$ cat src/bqt_defines.svh
`ifndef BQT_DEFINES_SVH
`define BQT_DEFINES_SVH

// ---------------------------------------------------------------
// Register byte offsets
// ---------------------------------------------------------------
`define BQT_ADR_CTRL      8'h00
`define BQT_ADR_THR_LOG   8'h04
`define BQT_ADR_THR_SQI   8'h08
`define BQT_ADR_THR_CLUTTER_CORRECTION  8'h0c
`define BQT_ADR_THR_SIG   8'h10
`define BQT_ADR_SQI2      8'h14
`define BQT_ADR_COMB0     8'h18
`define BQT_ADR_COMB_LAST 8'h28
`define BQT_ADR_STATUS    8'h2c
`define BQT_ADR_METRIC    8'h30
`define BQT_ADR_SNR       8'h34

// ---------------------------------------------------------------
// Fields and reset values
// ---------------------------------------------------------------
`define BQT_CTRL_THREE    0
`define BQT_CTRL_EN_LSB   1
`define BQT_CTRL_RST      5'h1e
`define BQT_THR_LOG_RST   16'h0080
`define BQT_THR_SQI_RST   8'h80
`define BQT_THR_CLUTTER_CORRECTION_RST  16'he700
`define BQT_THR_SIG_RST   16'h0a00
`define BQT_SQI2_RST      16'hc0f0
`define BQT_COMB_ZC_RST   16'ha0a0
`define BQT_COMB_ZU_RST   16'haaaa
`define BQT_COMB_VEL_RST  16'hc0c0
`define BQT_COMB_WID_RST  16'hc000
`define BQT_COMB_ZDR_RST  16'haaaa
`define BQT_MARKER        16'h0000

// ---------------------------------------------------------------
// Arithmetic constants, 8 fraction bits
// ---------------------------------------------------------------
`define BQT_DB_PER_OCT    12'h303
`define BQT_WSQ_COEF      12'h71f
`define BQT_LOG2_2PI      12'h2a7

`endif

$ cat src/bqt_pkg.sv
package bqt_pkg;
   typedef enum logic [2:0] {
      ST_IDLE = 3'h0,
      ST_LOG  = 3'h1,
      ST_EXP  = 3'h2,
      ST_LOG2 = 3'h3,
      ST_DB   = 3'h4,
      ST_DEC  = 3'h5,
      ST_OUT  = 3'h6
   } bqt_state_type;
endpackage : bqt_pkg

$ cat src/bqt_exp2.sv
`timescale 1ns/1ps
// Registered 2^y with 8 fraction bits; saturates at all ones
module bqt_exp2 #(
   parameter int W  = 24,
   parameter int LW = $clog2(W) + 8
) (
   input  wire logic          clk_i,
   input  wire logic [LW:0]   y_i,
   output logic      [W-1:0]  x_o
);
   logic [LW-8:0]  int_w;
   logic [W+7:0]   wide_w;
   logic           sat_w;

   assign int_w  = y_i[LW:8];
   assign sat_w  = int_w > (LW-7)'(W-1);
   assign wide_w = (W+8)'({1'b1, y_i[7:0]}) << int_w;

   always_ff @(posedge clk_i) begin
      x_o <= sat_w ? '1 : wide_w[W+7:8];
   end
endmodule : bqt_exp2

$ cat src/bqt_log2.sv
`timescale 1ns/1ps
// Registered log2 with 8 fraction bits; zero input gives zero
module bqt_log2 #(
   parameter int W  = 24,
   parameter int LW = $clog2(W) + 8
) (
   input  wire logic          clk_i,
   input  wire logic [W-1:0]  x_i,
   output logic      [LW-1:0] y_o
);
   function automatic logic [LW-9:0] msb_of(input logic [W-1:0] x);
      logic [LW-9:0] p;
      p = '0;
      for (int i = 0; i < W; i++) begin
         if (x[i]) begin
            p = (LW-8)'(i);
         end
      end
      return p;
   endfunction : msb_of

   logic [LW-9:0] msb_w;
   logic [W-1:0]  norm_w;

   assign msb_w  = msb_of(x_i);
   assign norm_w = x_i << ((LW-8)'(W-1) - msb_w);

   // Linear mantissa: error under 0.09 octave, traded for no table
   always_ff @(posedge clk_i) begin
      y_o <= {msb_w, norm_w[W-2 -: 8]};
   end

   if (W < 9) begin : g_chk
      $error("bqt_log2: W must be at least 9");
   end
endmodule : bqt_log2

$ cat src/bqt_qualifier.sv
`timescale 1ns/1ps
`include "bqt_defines.svh"
// Contract
// - Clutter from filtered versus unfiltered power
// - Correction is 10log weather over clutter-plus-weather
// - Two-lag correction is 10log lag0 over total
// - Three-lag clutter is total minus lag0
// - Weather power from lag1 and width
// - Three-lag correction 10log one over ratio-plus-one
// - Two-lag weather ratio is SNR plus correction
// - Three-lag weather ratio from 2 pi S
// - Total SNR from total power and noise
// - Four tests pass on strictly greater
// - Each test enabled with own threshold
// - Tests combine by any AND/OR arrangement
// - SNR threshold defaults to 0.5 dB
// - Coherence threshold 0..1, default 0.5
// - Correction threshold -25 dB, at-or-below rejects
// - Weather ratio threshold defaults to 10 dB
// - Default combinations per output parameter
// - Reflectivity uses secondary coherence threshold
// - Secondary threshold applies in every mode
// - Coherence is lag1 magnitude over lag0
// - Width input is normalised spectrum width
module bqt_qualifier
   import bqt_pkg::*;
#(
   parameter int PW = 24
) (
   input  wire logic          clk_i,
   input  wire logic          rst_i,
   input  wire logic          wb_cyc_i,
   input  wire logic          wb_stb_i,
   input  wire logic          wb_we_i,
   input  wire logic [7:0]    wb_adr_i,
   input  wire logic [3:0]    wb_sel_i,
   input  wire logic [31:0]   wb_dat_i,
   output logic      [31:0]   wb_dat_o,
   output logic               wb_ack_o,
   input  wire logic          in_valid_i,
   output logic               in_ready_o,
   input  wire logic [PW-1:0] unfiltered_total_power_i,
   input  wire logic [PW-1:0] lag_zero_power_i,
   input  wire logic [PW-1:0] lag_one_autocorr_i,
   input  wire logic [PW-1:0] noise_power_i,
   input  wire logic [7:0]    spectrum_width_i,
   input  wire logic [15:0]   corrected_reflectivity_i,
   input  wire logic [15:0]   uncorrected_reflectivity_i,
   input  wire logic [15:0]   velocity_i,
   input  wire logic [15:0]   width_value_i,
   input  wire logic [15:0]   differential_reflectivity_i,
   output logic               out_valid_o,
   input  wire logic          out_ready_i,
   output logic [15:0]        corrected_reflectivity_o,
   output logic [15:0]        uncorrected_reflectivity_o,
   output logic [15:0]        velocity_o,
   output logic [15:0]        width_value_o,
   output logic [15:0]        differential_reflectivity_o,
   output logic [4:0]         out_pass_o
);
   localparam int LW = $clog2(PW) + 8;

   if (PW < 9 || PW > 30) begin : g_chk
      $error("bqt_qualifier: PW must be 9 to 30");
   end

   // ------------------------------------------------------------
   // Helpers
   // ------------------------------------------------------------
   function automatic logic [31:0] merge(input logic [31:0] o,
                                         input logic [31:0] n,
                                         input logic [3:0]  s);
      logic [31:0] m;
      m = {{8{s[3]}}, {8{s[2]}}, {8{s[1]}}, {8{s[0]}}};
      return (o & ~m) | (n & m);
   endfunction : merge

   // Octave difference to dB in Q8.8
   function automatic logic [15:0] to_db(input logic signed [LW:0] d);
      logic signed [LW+12:0] p;
      p = (LW+13)'(d) * $signed({1'b0, `BQT_DB_PER_OCT});
      return p[23:8];
   endfunction : to_db

   function automatic logic [LW:0] ldiff(input logic [LW-1:0] a,
                                         input logic [LW-1:0] b);
      return {1'b0, a} - {1'b0, b};
   endfunction : ldiff

   // ------------------------------------------------------------
   // Wishbone slave
   // ------------------------------------------------------------
   logic [4:0]    ctrl_q;
   logic [15:0]   thr_log_q, thr_clutter_correction_q, thr_sig_q, sqi2_q;
   logic [7:0]    thr_sqi_q;
   logic [15:0]   comb_q [5];
   logic          ack_q;
   logic [31:0]   dat_q;
   logic [15:0]   bin_cnt_q;
   logic [4:0]    pass_q;
   logic [15:0]   snr_q, clutter_correction_q, sig_q, ccor2_q;
   bqt_state_type state_q, state_d;

   wire [7:0]  adr      = {wb_adr_i[7:2], 2'b00};
   wire        req      = wb_cyc_i & wb_stb_i & ~ack_q;
   wire        wr       = req & wb_we_i;
   wire        comb_hit = adr >= `BQT_ADR_COMB0 &&
                          adr <= `BQT_ADR_COMB_LAST;
   wire [7:0]  comb_off = adr - `BQT_ADR_COMB0;
   wire [2:0]  comb_idx = comb_off[4:2];
   wire        busy     = state_q != ST_IDLE;
   wire [31:0] rd_w =
      adr == `BQT_ADR_CTRL     ? {27'h0, ctrl_q} :
      adr == `BQT_ADR_THR_LOG  ? {16'h0, thr_log_q} :
      adr == `BQT_ADR_THR_SQI  ? {24'h0, thr_sqi_q} :
      adr == `BQT_ADR_THR_CLUTTER_CORRECTION ? {16'h0, thr_clutter_correction_q} :
      adr == `BQT_ADR_THR_SIG  ? {16'h0, thr_sig_q} :
      adr == `BQT_ADR_SQI2     ? {16'h0, sqi2_q} :
      comb_hit                 ? {16'h0, comb_q[comb_idx]} :
      adr == `BQT_ADR_STATUS   ? {busy, 10'h0, pass_q, bin_cnt_q} :
      adr == `BQT_ADR_METRIC   ? {sig_q, clutter_correction_q} :
      adr == `BQT_ADR_SNR      ? {16'h0, snr_q} : 32'h0;

   always_ff @(posedge clk_i) begin
      if (rst_i) begin
         ack_q <= 1'b0;
         dat_q <= 32'h0;
      end else begin
         ack_q <= req;
         dat_q <= (req & ~wb_we_i) ? rd_w : 32'h0;
      end
   end

   // ------------------------------------------------------------
   // Settings
   // ------------------------------------------------------------
   always_ff @(posedge clk_i) begin
      if (rst_i) begin
         ctrl_q     <= `BQT_CTRL_RST;
         thr_log_q  <= `BQT_THR_LOG_RST;
         thr_sqi_q  <= `BQT_THR_SQI_RST;
         thr_clutter_correction_q <= `BQT_THR_CLUTTER_CORRECTION_RST;
         thr_sig_q  <= `BQT_THR_SIG_RST;
         sqi2_q     <= `BQT_SQI2_RST;
         comb_q[0]  <= `BQT_COMB_ZC_RST;
         comb_q[1]  <= `BQT_COMB_ZU_RST;
         comb_q[2]  <= `BQT_COMB_VEL_RST;
         comb_q[3]  <= `BQT_COMB_WID_RST;
         comb_q[4]  <= `BQT_COMB_ZDR_RST;
      end else if (wr) begin
         if (adr == `BQT_ADR_CTRL)
            ctrl_q <= 5'(merge({27'h0, ctrl_q}, wb_dat_i, wb_sel_i));
         if (adr == `BQT_ADR_THR_LOG)
            thr_log_q <= 16'(merge({16'h0, thr_log_q}, wb_dat_i,
                                   wb_sel_i));
         if (adr == `BQT_ADR_THR_SQI)
            thr_sqi_q <= 8'(merge({24'h0, thr_sqi_q}, wb_dat_i,
                                  wb_sel_i));
         if (adr == `BQT_ADR_THR_CLUTTER_CORRECTION)
            thr_clutter_correction_q <= 16'(merge({16'h0, thr_clutter_correction_q}, wb_dat_i,
                                    wb_sel_i));
         if (adr == `BQT_ADR_THR_SIG)
            thr_sig_q <= 16'(merge({16'h0, thr_sig_q}, wb_dat_i,
                                   wb_sel_i));
         if (adr == `BQT_ADR_SQI2)
            sqi2_q <= 16'(merge({16'h0, sqi2_q}, wb_dat_i, wb_sel_i));
         if (comb_hit)
            comb_q[comb_idx] <= 16'(merge({16'h0, comb_q[comb_idx]},
                                          wb_dat_i, wb_sel_i));
      end
   end

   // ------------------------------------------------------------
   // Sequencer
   // ------------------------------------------------------------
   logic          ready_q, ovalid_q;
   wire           acc = in_valid_i & ready_q;

   always_comb begin
      state_d = state_q;
      unique case (state_q)
         ST_IDLE: if (acc) state_d = ST_LOG;
         ST_LOG:  state_d = ST_EXP;
         ST_EXP:  state_d = ST_LOG2;
         ST_LOG2: state_d = ST_DB;
         ST_DB:   state_d = ST_DEC;
         ST_DEC:  state_d = ST_OUT;
         ST_OUT:  if (out_ready_i) state_d = ST_IDLE;
         default: state_d = ST_IDLE;
      endcase
   end

   always_ff @(posedge clk_i) begin
      if (rst_i) begin
         state_q  <= ST_IDLE;
         ready_q  <= 1'b0;
         ovalid_q <= 1'b0;
      end else begin
         state_q  <= state_d;
         ready_q  <= state_d == ST_IDLE;
         ovalid_q <= state_d == ST_OUT;
      end
   end

   // ------------------------------------------------------------
   // Bin capture
   // ------------------------------------------------------------
   logic [PW-1:0] t0_q, r0_q, r1_q, nz_q;
   logic [7:0]    w_q;
   logic [15:0]   val_q [5];

   always_ff @(posedge clk_i) begin
      if (acc) begin
         t0_q     <= unfiltered_total_power_i;
         r0_q     <= lag_zero_power_i;
         r1_q     <= lag_one_autocorr_i;
         nz_q     <= noise_power_i;
         w_q      <= spectrum_width_i;
         val_q[0] <= corrected_reflectivity_i;
         val_q[1] <= uncorrected_reflectivity_i;
         val_q[2] <= velocity_i;
         val_q[3] <= width_value_i;
         val_q[4] <= differential_reflectivity_i;
      end
   end

   // ------------------------------------------------------------
   // Log units, shared by both passes except unit 4; antilog units between the passes
   // ------------------------------------------------------------
   logic [PW-1:0] lin [5];
   logic [LW-1:0] lg  [5];
   logic [PW-1:0] s_lin, tps_lin;
   wire           first = state_q == ST_LOG;
   wire [PW-1:0]  clut  = t0_q > r0_q ? t0_q - r0_q : '0;
   wire [PW:0]    cs_w  = {1'b0, clut} + {1'b0, s_lin};
   wire [PW-1:0]  cs    = cs_w[PW] ? '1 : cs_w[PW-1:0];
   wire [PW-1:0]  r0m   = r0_q > tps_lin ? r0_q - tps_lin : PW'(1);
   wire [PW-1:0]  tmn   = t0_q > nz_q ? t0_q - nz_q : '0;

   assign lin[0] = first ? t0_q : s_lin;
   assign lin[1] = first ? r0_q : cs;
   assign lin[2] = first ? r1_q : tps_lin;
   assign lin[3] = first ? nz_q : r0m;
   assign lin[4] = tmn;

   for (genvar k = 0; k < 5; k++) begin : g_log
      bqt_log2 #(.W(PW), .LW(LW)) u_log (
         .clk_i (clk_i),
         .x_i   (lin[k]),
         .y_o   (lg[k])
      );
   end

   // width normalised to Nyquist, 8 fraction bits
   wire [15:0]    w2    = 16'(w_q) * 16'(w_q);
   wire [26:0]    wprod = 27'(w2) * 27'(`BQT_WSQ_COEF);
   // weather power: lag1 times exp(pi^2 W^2 / 2)
   wire [LW:0]    log2s = {1'b0, lg[2]} + (LW+1)'(wprod[26:16]);
   wire [LW:0]    log2t = log2s + (LW+1)'(`BQT_LOG2_2PI);

   bqt_exp2 #(.W(PW), .LW(LW)) u_exp_s (
      .clk_i (clk_i),
      .y_i   (log2s),
      .x_o   (s_lin)
   );

   bqt_exp2 #(.W(PW), .LW(LW)) u_exp_t (
      .clk_i (clk_i),
      .y_i   (log2t),
      .x_o   (tps_lin)
   );

   // ------------------------------------------------------------
   // Metrics in dB, Q8.8
   // ------------------------------------------------------------
   wire three = ctrl_q[`BQT_CTRL_THREE];

   always_ff @(posedge clk_i) begin
      if (rst_i) begin
         snr_q   <= 16'h0;
         ccor2_q <= 16'h0;
         clutter_correction_q  <= 16'h0;
         sig_q   <= 16'h0;
      end else if (state_q == ST_EXP) begin
         snr_q   <= to_db(ldiff(lg[4], lg[3]));
         ccor2_q <= to_db(ldiff(lg[1], lg[0]));
      end else if (state_q == ST_DB) begin
         clutter_correction_q <= three ? to_db(ldiff(lg[0], lg[1])) : ccor2_q;
         sig_q  <= three ? to_db(ldiff(lg[2], lg[3]))
                         : snr_q + ccor2_q;
      end
   end

   // ------------------------------------------------------------
   // Qualification
   // ------------------------------------------------------------
   wire [3:0]     en   = ctrl_q[4:1];
   wire [15:0]    s2p  = 16'(thr_sqi_q) * 16'(sqi2_q[15:8]);
   wire [9:0]     s2s  = {2'b00, s2p[15:8]} +
                         {{2{sqi2_q[7]}}, sqi2_q[7:0]};
   // secondary coherence threshold, slope and offset
   wire [7:0]     thr2 = s2s[9] ? 8'h00 : s2s[8] ? 8'hff : s2s[7:0];
   wire [PW+7:0]  r1s  = {r1_q, 8'h00};
   wire [PW+7:0]  pr0  = (PW+8)'(thr_sqi_q) * (PW+8)'(r0_q);
   wire [PW+7:0]  pr02 = (PW+8)'(thr2) * (PW+8)'(r0_q);
   // strict tests, coherence as lag1 over lag0
   wire p_log  = ~en[0] | ($signed(snr_q) > $signed(thr_log_q));
   wire p_sqi  = ~en[1] | (r1s > pr0);
   wire p_sqi2 = ~en[1] | (r1s > pr02);
   wire p_clutter_correction = ~en[2] | ($signed(clutter_correction_q) > $signed(thr_clutter_correction_q));
   wire p_sig  = ~en[3] | ($signed(sig_q) > $signed(thr_sig_q));
   wire [3:0] idx_dop  = {p_sig, p_clutter_correction, p_sqi, p_log};
   wire [3:0] idx_refl = {p_sig, p_clutter_correction, p_sqi2, p_log};
   wire [4:0] pass_w = {comb_q[4][idx_refl], comb_q[3][idx_dop],
                        comb_q[2][idx_dop],  comb_q[1][idx_refl],
                        comb_q[0][idx_refl]};

   logic [15:0] oval_q [5];

   always_ff @(posedge clk_i) begin
      if (rst_i) begin
         pass_q    <= 5'h0;
         bin_cnt_q <= 16'h0;
         for (int k = 0; k < 5; k++) begin
            oval_q[k] <= `BQT_MARKER;
         end
      end else if (state_q == ST_DEC) begin
         pass_q    <= pass_w;
         bin_cnt_q <= bin_cnt_q + 16'h1;
         for (int k = 0; k < 5; k++) begin
            oval_q[k] <= pass_w[k] ? val_q[k] : `BQT_MARKER;
         end
      end
   end

   assign wb_ack_o                    = ack_q;
   assign wb_dat_o                    = dat_q;
   assign in_ready_o                  = ready_q;
   assign out_valid_o                 = ovalid_q;
   assign out_pass_o                  = pass_q;
   assign corrected_reflectivity_o    = oval_q[0];
   assign uncorrected_reflectivity_o  = oval_q[1];
   assign velocity_o                  = oval_q[2];
   assign width_value_o               = oval_q[3];
   assign differential_reflectivity_o = oval_q[4];
endmodule : bqt_qualifier

$ cat config.mk
export PLATFORM = sky130hd
export DESIGN_NAME = bqt_qualifier
export DESIGN_NICKNAME = d
export VERILOG_FILES = /design/src/bqt_pkg.sv /design/src/bqt_exp2.sv /design/src/bqt_log2.sv /design/src/bqt_qualifier.sv
export VERILOG_INCLUDE_DIRS = /design/src
export SDC_FILE = /design/constraint.sdc
export NUM_CORES = 2
export LEC_CHECK = 0
export BUFFER_PORTS_ARGS = -buffer_cell sky130_fd_sc_hd__buf_2
export CAP_MARGIN = 20
export CORE_ASPECT_RATIO = 1.75
export CORE_UTILIZATION = 29
export DETAILED_ROUTE_END_ITERATION = 6
export MAX_ROUTING_LAYER = met4
export SLEW_MARGIN = 5
export SYNTH_ARGS = -nofsm -noshare
export SYNTH_HDL_FRONTEND = slang
export SYNTH_SLANG_ARGS = --single-unit
$ cat constraint.sdc
create_clock -name clk_i -period 18.55 [get_ports clk_i]
set_input_delay 0.9275 -clock clk_i [delete_from_list [all_inputs] [get_ports clk_i]]
set_output_delay 0.9275 -clock clk_i [all_outputs]
set_load 0.01 [all_outputs]
* Word level (Yosys, flattened, before mapping)
Memory sizes are Yosys's and may differ from the RTL's.
Index checks and enable logic that the tools add are counted.
** Word-level totals
- Register bits :: 417
- Memory bits (writable) :: 240
- Output and inout port bits :: 120
- Word-level logic and storage cells :: 329
- Memories kept :: 3
** Cells by class
- $add $sub $neg :: 19
- Multipliers :: 9
- $lt $le $gt $ge :: 14
- Eq/ne operators :: 15
- Shift operators :: 7
- Mux-type cells :: 174
- Bitwise operators :: 39
- Reduce and logical (&&, ||, !) cells :: 17
** Memories
- comb_q :: words 5, bits a word 16, rd ports 6, clocked after memory_dff 0, wr ports 5, line bqt_qualifier.sv:96 : logic [15:0] comb_q [5];
- oval_q :: words 5, bits a word 16, rd ports 5, clocked after memory_dff 0, wr ports 5, line bqt_qualifier.sv:318 : logic [15:0] oval_q [5];
- val_q :: words 5, bits a word 16, rd ports 5, clocked after memory_dff 0, wr ports 5, line bqt_qualifier.sv:210 : logic [15:0] val_q [5];
** Operators with widths (number)
- 16-bit two-way mux :: 20
- 5-bit two-way mux :: 41
- 24-bit two-way mux :: 8
- 4-bit two-way mux :: 40
- 24-bit by 5-bit << shifter with 23-bit output :: 5
- 16-bit bitwise AND :: 6
- 14-bit by 11-bit multiplier with 24-bit output (second input constant) :: 4
- 16-bit bitwise OR :: 5
- 24-bit > comparator :: 3
- 24-bit subtractor :: 3
- 3-bit two-way mux :: 23
- 32-bit > comparator :: 2
- 8-bit by 24-bit multiplier with 32-bit output :: 2
- 32-bit two-way mux :: 2
- 9-bit by 6-bit << shifter with 32-bit output :: 2
- 13-bit by 13-bit subtractor with 14-bit output :: 4
- 16-bit > comparator :: 3
- 8-bit by 8-bit multiplier with 16-bit output :: 2
- 16-bit by 11-bit multiplier with 27-bit output (second input constant) :: 1
- 24-bit by 24-bit adder with 25-bit output :: 1
- 5-bit subtractor (first input constant) :: 5
- 1-bit two-way mux :: 22
- 3-bit one-hot mux with 7 select lines :: 1
- 1-bit binary-select mux with 4-bit select :: 5
- 37 further kinds :: 84

* Logic depth before layout (Yosys ltp)
- Depth after elaboration :: 30
- Gate-level depth with buffers :: 66
- Mapped depth without buffers :: 63

* Hierarchy
From an unflattened synthesis, not the netlist that was laid out.
** Second synthesis, totals
- Cells, all modules :: 7821
- Area total of the unflattened synthesis :: 70303.7 µm²
** By module, submodules not included
- bqt_qualifier :: times used 1, cells each 6508, area an instance 60565.6 µm², sequential area each 15775.1 µm²
- bqt_log2 :: times used 5, cells each 209, area an instance 1460.2 µm², sequential area each 260.2 µm²
- bqt_exp2 :: times used 2, cells each 134, area an instance 1218.7 µm², sequential area each 480.5 µm²

* Worst setup path after synthesis
No wires, ideal clock.
- Path kind :: register -> register
- Start point :: register (tool-made name)
- End point :: memory oval_q[1][6], in the netlist oval_q[0][22] (data pin)
- Library setup time :: 255 ps
- Data arrival time :: 12778 ps
- Required time :: 18295 ps
- Path slack :: 5517 ps
- Cell stages (with the launch flop) :: 58
- Buffers on the path :: 3
- Clock period less this slack :: 13033 ps
- Cells stage by stage :: dfxtp_1 > clkbuf_1 > nand2_1 > fa_1 > fa_1 > inv_1 > fa_1 > inv_1 > fa_1 > inv_1 > ha_1 > a21oi_1 > nor2b_1 > o21a_1 > o21a_1 > o21a_1 > o21a_1 > o21a_1 > [... 22 more ...] > a211o_1 > a31oi_1 > a41oi_1 > a21oi_1 > a21oi_1 > nor2b_1 > o21a_1 > o41a_1 > xnor2_1 > ha_1 > nand3_1 > nor3_1 > a21oi_1 > o21ai_1 > mux2i_1 > o22ai_1 > clkbuf_1 > and2_1
** RTL lines (line)
- end: declaration :: bqt_qualifier.sv:318

==> impl_metrics.toml <==
[floorplanning]
initial_core_util_pct = 29.2
die_area_um2 = 242000
die-height_um = 650
die_x_um = 372
floorplan_core_area_um2 = 238000
io_pins = 355
fp-row-count = 237

[sta]
grt_setup_unrepaired = "false"
maxClockFrequency_mhz = 64.9
maxSlewHeadroom_pct = 17.0
final_skew_ps = 79.6
timing.final.crit_period_ps = 15410
post_route_clock_period_utilization_pct = 83.1
final_tns_setup_ps = 0
setup_viol_count_final = 0
finalHoldViolCount = 0
finalMaxSlewViolations = 0
worst-slew-pin-transition_ps = 1240

[layout]
fill_cells = 24680
highest_count_cells_in_the_layout_ignoring_fill_and_taps = "1073 x sky130_fd_sc_hd__inv_1, 774 x sky130_fd_sc_hd__ha_1, 666 x sky130_fd_sc_hd__nand2_1"
area_growth_pct = 11.7
layout.cells.most_common = "sky130_fd_sc_hd__inv_1"
finalNetCount = 9412
drive_above_1_share_pct = 9.22

[worst_setup_path]
crit_top_cell = "sky130_fd_sc_hd__fa_1"
crit_fanout = 24
critical_path_at_ps = 15980
crit_path_top_delay_cell = "sky130_fd_sc_hd__o22ai_2"
r2r_end = "oval_q[0][9]$_SDFFCE_PN0P_"
endpoint_kind = "flip-flop"
critical-path-max-stage-delay_ps = 830
rrSetupSlack_ps = 3140
path_class = "flip-flop to flip-flop"
timing.critical_path.required_ps = 19120
timing.critical_path.from_type = "flip-flop"
critical_path.endpoint = "oval_q[0][9]$_SDFFCE_PN0P_"
cell_count_of_the_worst_reg_to_reg_path = 55

[place]
gp_congestion = 1.01
port_buffers = 334
hpwl_um = 188000

[outcome]
run_status = "finished with violations"
failing_checks = "design-rule violations"

[yosys]
yosysSeqAreaShare_pct = 26.0
synth.net_count = 9165
synth_adder_area_share_pct = 27.7
xor_xnor_cell_area_share_of_the_yosys_netlist_pct = 3.49
syn_area_um2 = 69500
yosys_warnings = 0
synth_top_family_by_area = "adder cells"
synth_seq_cells = 705
synth-compound-area-share_pct = 13.7
yosys-mux-area-fraction_pct = 6.19
synthFlopType = "sky130_fd_sc_hd__edfxtp_1"
synth_enable_flop_cells = 392
synth.distinct_cells = 100
postSynthAreaPerCell_um2 = 9.05
postSynth.asyncResetShare_pct = 0
post_synth_inst_count = 7680
synthSimpleGateAreaFrac_pct = 15.6

[global_routing]
vias_in_the_first_global_route = 58635
initial_antenna_violation_count = 13
grt_pass1_wl_um = 351000
largest_net_degree_at_the_start_of_global_routing = 117
grt.overflow.total = 0
global_route.usage.total_pct = 19.6

[drt]
detailroute.via_count = 56851
route.detailed.drc = 12
uppermost_metal_layer_occupied_by_signal_nets = "met4"
detail_route.vias_per_cell = 5.10
drt_pre_antenna_iters = 7
met3_wirelength_um = 11300
ant_nets = 0
met2_length_um = 119000
drt_wl_total_um = 234000
wl_per_cell_um = 21.0
route.layer.met1.wl_um = 85500
drt_first_iter_violations = 3622

[clock_network]
cts_max_level = 3
tritoncts.num_buffers = 77
max-clock-path-buffers = 3
ctsResizeCount = 0
worst_skew_pair.late_latency_ps = 730
post_cts_buffers = 0
cts_tree = "yes"
cts-root-buf = "sky130_fd_sc_hd__clkbuf_16"
cts.sinks = 705
path_clk_slew_ps = 80
post_cts_hold_buffer_count = 0

[job]
reported_max_cap_violation_count = 0

[worst_hold_path]
worstHoldStart = "unfiltered_total_power_i[10]"
hp-class = "input port to flip-flop"
[synthesized netlist by cell type, types with 56 or more instances]
library cell | number | area [um^2]
sky130_fd_sc_hd__inv_1 | 1074 | 4030
sky130_fd_sc_hd__ha_1 | 774 | 9680
sky130_fd_sc_hd__nand2_1 | 666 | 2500
sky130_fd_sc_hd__nor2_1 | 511 | 1920
sky130_fd_sc_hd__fa_1 | 476 | 9530
sky130_fd_sc_hd__a21oi_1 | 454 | 2270
sky130_fd_sc_hd__and2_1 | 419 | 2620
sky130_fd_sc_hd__edfxtp_1 | 392 | 11800
sky130_fd_sc_hd__dfxtp_1 | 313 | 6270
sky130_fd_sc_hd__o21ai_0 | 299 | 1500
sky130_fd_sc_hd__mux2i_1 | 278 | 2780
sky130_fd_sc_hd__clkbuf_1 | 225 | 845
sky130_fd_sc_hd__xnor2_1 | 160 | 1400
sky130_fd_sc_hd__nand3_1 | 142 | 711
sky130_fd_sc_hd__nor3_1 | 140 | 701
sky130_fd_sc_hd__xor2_1 | 117 | 1020
sky130_fd_sc_hd__a21o_1 | 107 | 803
sky130_fd_sc_hd__o21a_1 | 78 | 586
sky130_fd_sc_hd__nor2b_1 | 69 | 432
sky130_fd_sc_hd__nand2b_1 | 65 | 407
sky130_fd_sc_hd__a211oi_1 | 56 | 420
[kinds of logic (layout without fill, tap and decap cells)]
kind of cell	Yosys count	count (layout)
AND/OR/NAND/NOR	2240	2240
AO/OA/AOI/OAI	1478	1478
buffers and inverters	1356	1668
adder cells (fa/ha/maj)	1250	1250
flip-flops	705	705
multiplexers	373	373
XOR/XNOR	277	277
other	1	45
[worst max-delay path: cells and delay by family, from the launching register on]
| kind | cells | cell delay [ps] |
|---|---|---|
| XOR/XNOR | 2 | 650 |
| AO/OA/AOI/OAI | 22 | 5550 |
| adder cells (fa/ha/maj) | 12 | 5040 |
| multiplexers | 1 | 140 |
| AND/OR/NAND/NOR | 11 | 1880 |
| flip-flops | 1 | 760 |
| buffers and inverters | 7 | 1180 |
[final cells by class]
| type | instances | area (um^2) | share of cell area [%] |
|---|---|---|---|
| Multi-Input combinational cell | 5619 | 46400 | 59.8 |
| Sequential cell | 705 | 18000 | 23.2 |
| Inverter | 1078 | 4050 | 5.21 |
| Tap cell | 3107 | 3890 | 5.01 |
| Timing Repair Buffer | 446 | 2550 | 3.28 |
| Clock buffer | 93 | 2040 | 2.62 |
| Clock inverter | 51 | 564 | 0.727 |
| Antenna cell | 44 | 110 | 0.142 |
[how the worst min path moves through the flow]
stage | cells after the start | slack [ps] | to
CTS | 1 | 310 | val_q[0][27]$_DFFE_PP_
global placement | 2 | 440 | flip-flop
global route | 1 | 350 | val_q[0][76]$_DFFE_PP_
finish | 1 | 360 | t0_q[10]$_DFFE_PP_
floorplan | 2 | 440 | flip-flop
detailed placement | 2 | 450 | flip-flop
[metrics by stage]
stage	setup slack (ps)	instance area, um^2	utilization, %	hold WS [ps]	instances
after CTS	3120	77500	32.5	312	11092
after global placement	3110	74800	31.4	444	10946
after detailed placement	3140	74900	31.4	448	10948
final	3140	77600	32.6	364	11143
after floorplan	5520	69500	-	436	7680
after global routing	2180	77600	32.6	347	11140
[per-layer routing]
| metal | vias to the layer above | GRT usage (%) |
|---|---|---|
| met4 | 0 | 13.6 |
| met5 | - | - |
| li1 | 26736 | - |
| met2 | 1804 | 34.5 |
| met3 | 615 | 2.51 |
| met1 | 27696 | 20.1 |
Power is left out: the tool's default activity adds up to more than one toggle a clock period on the data nets, which glitch-free logic cannot reach.
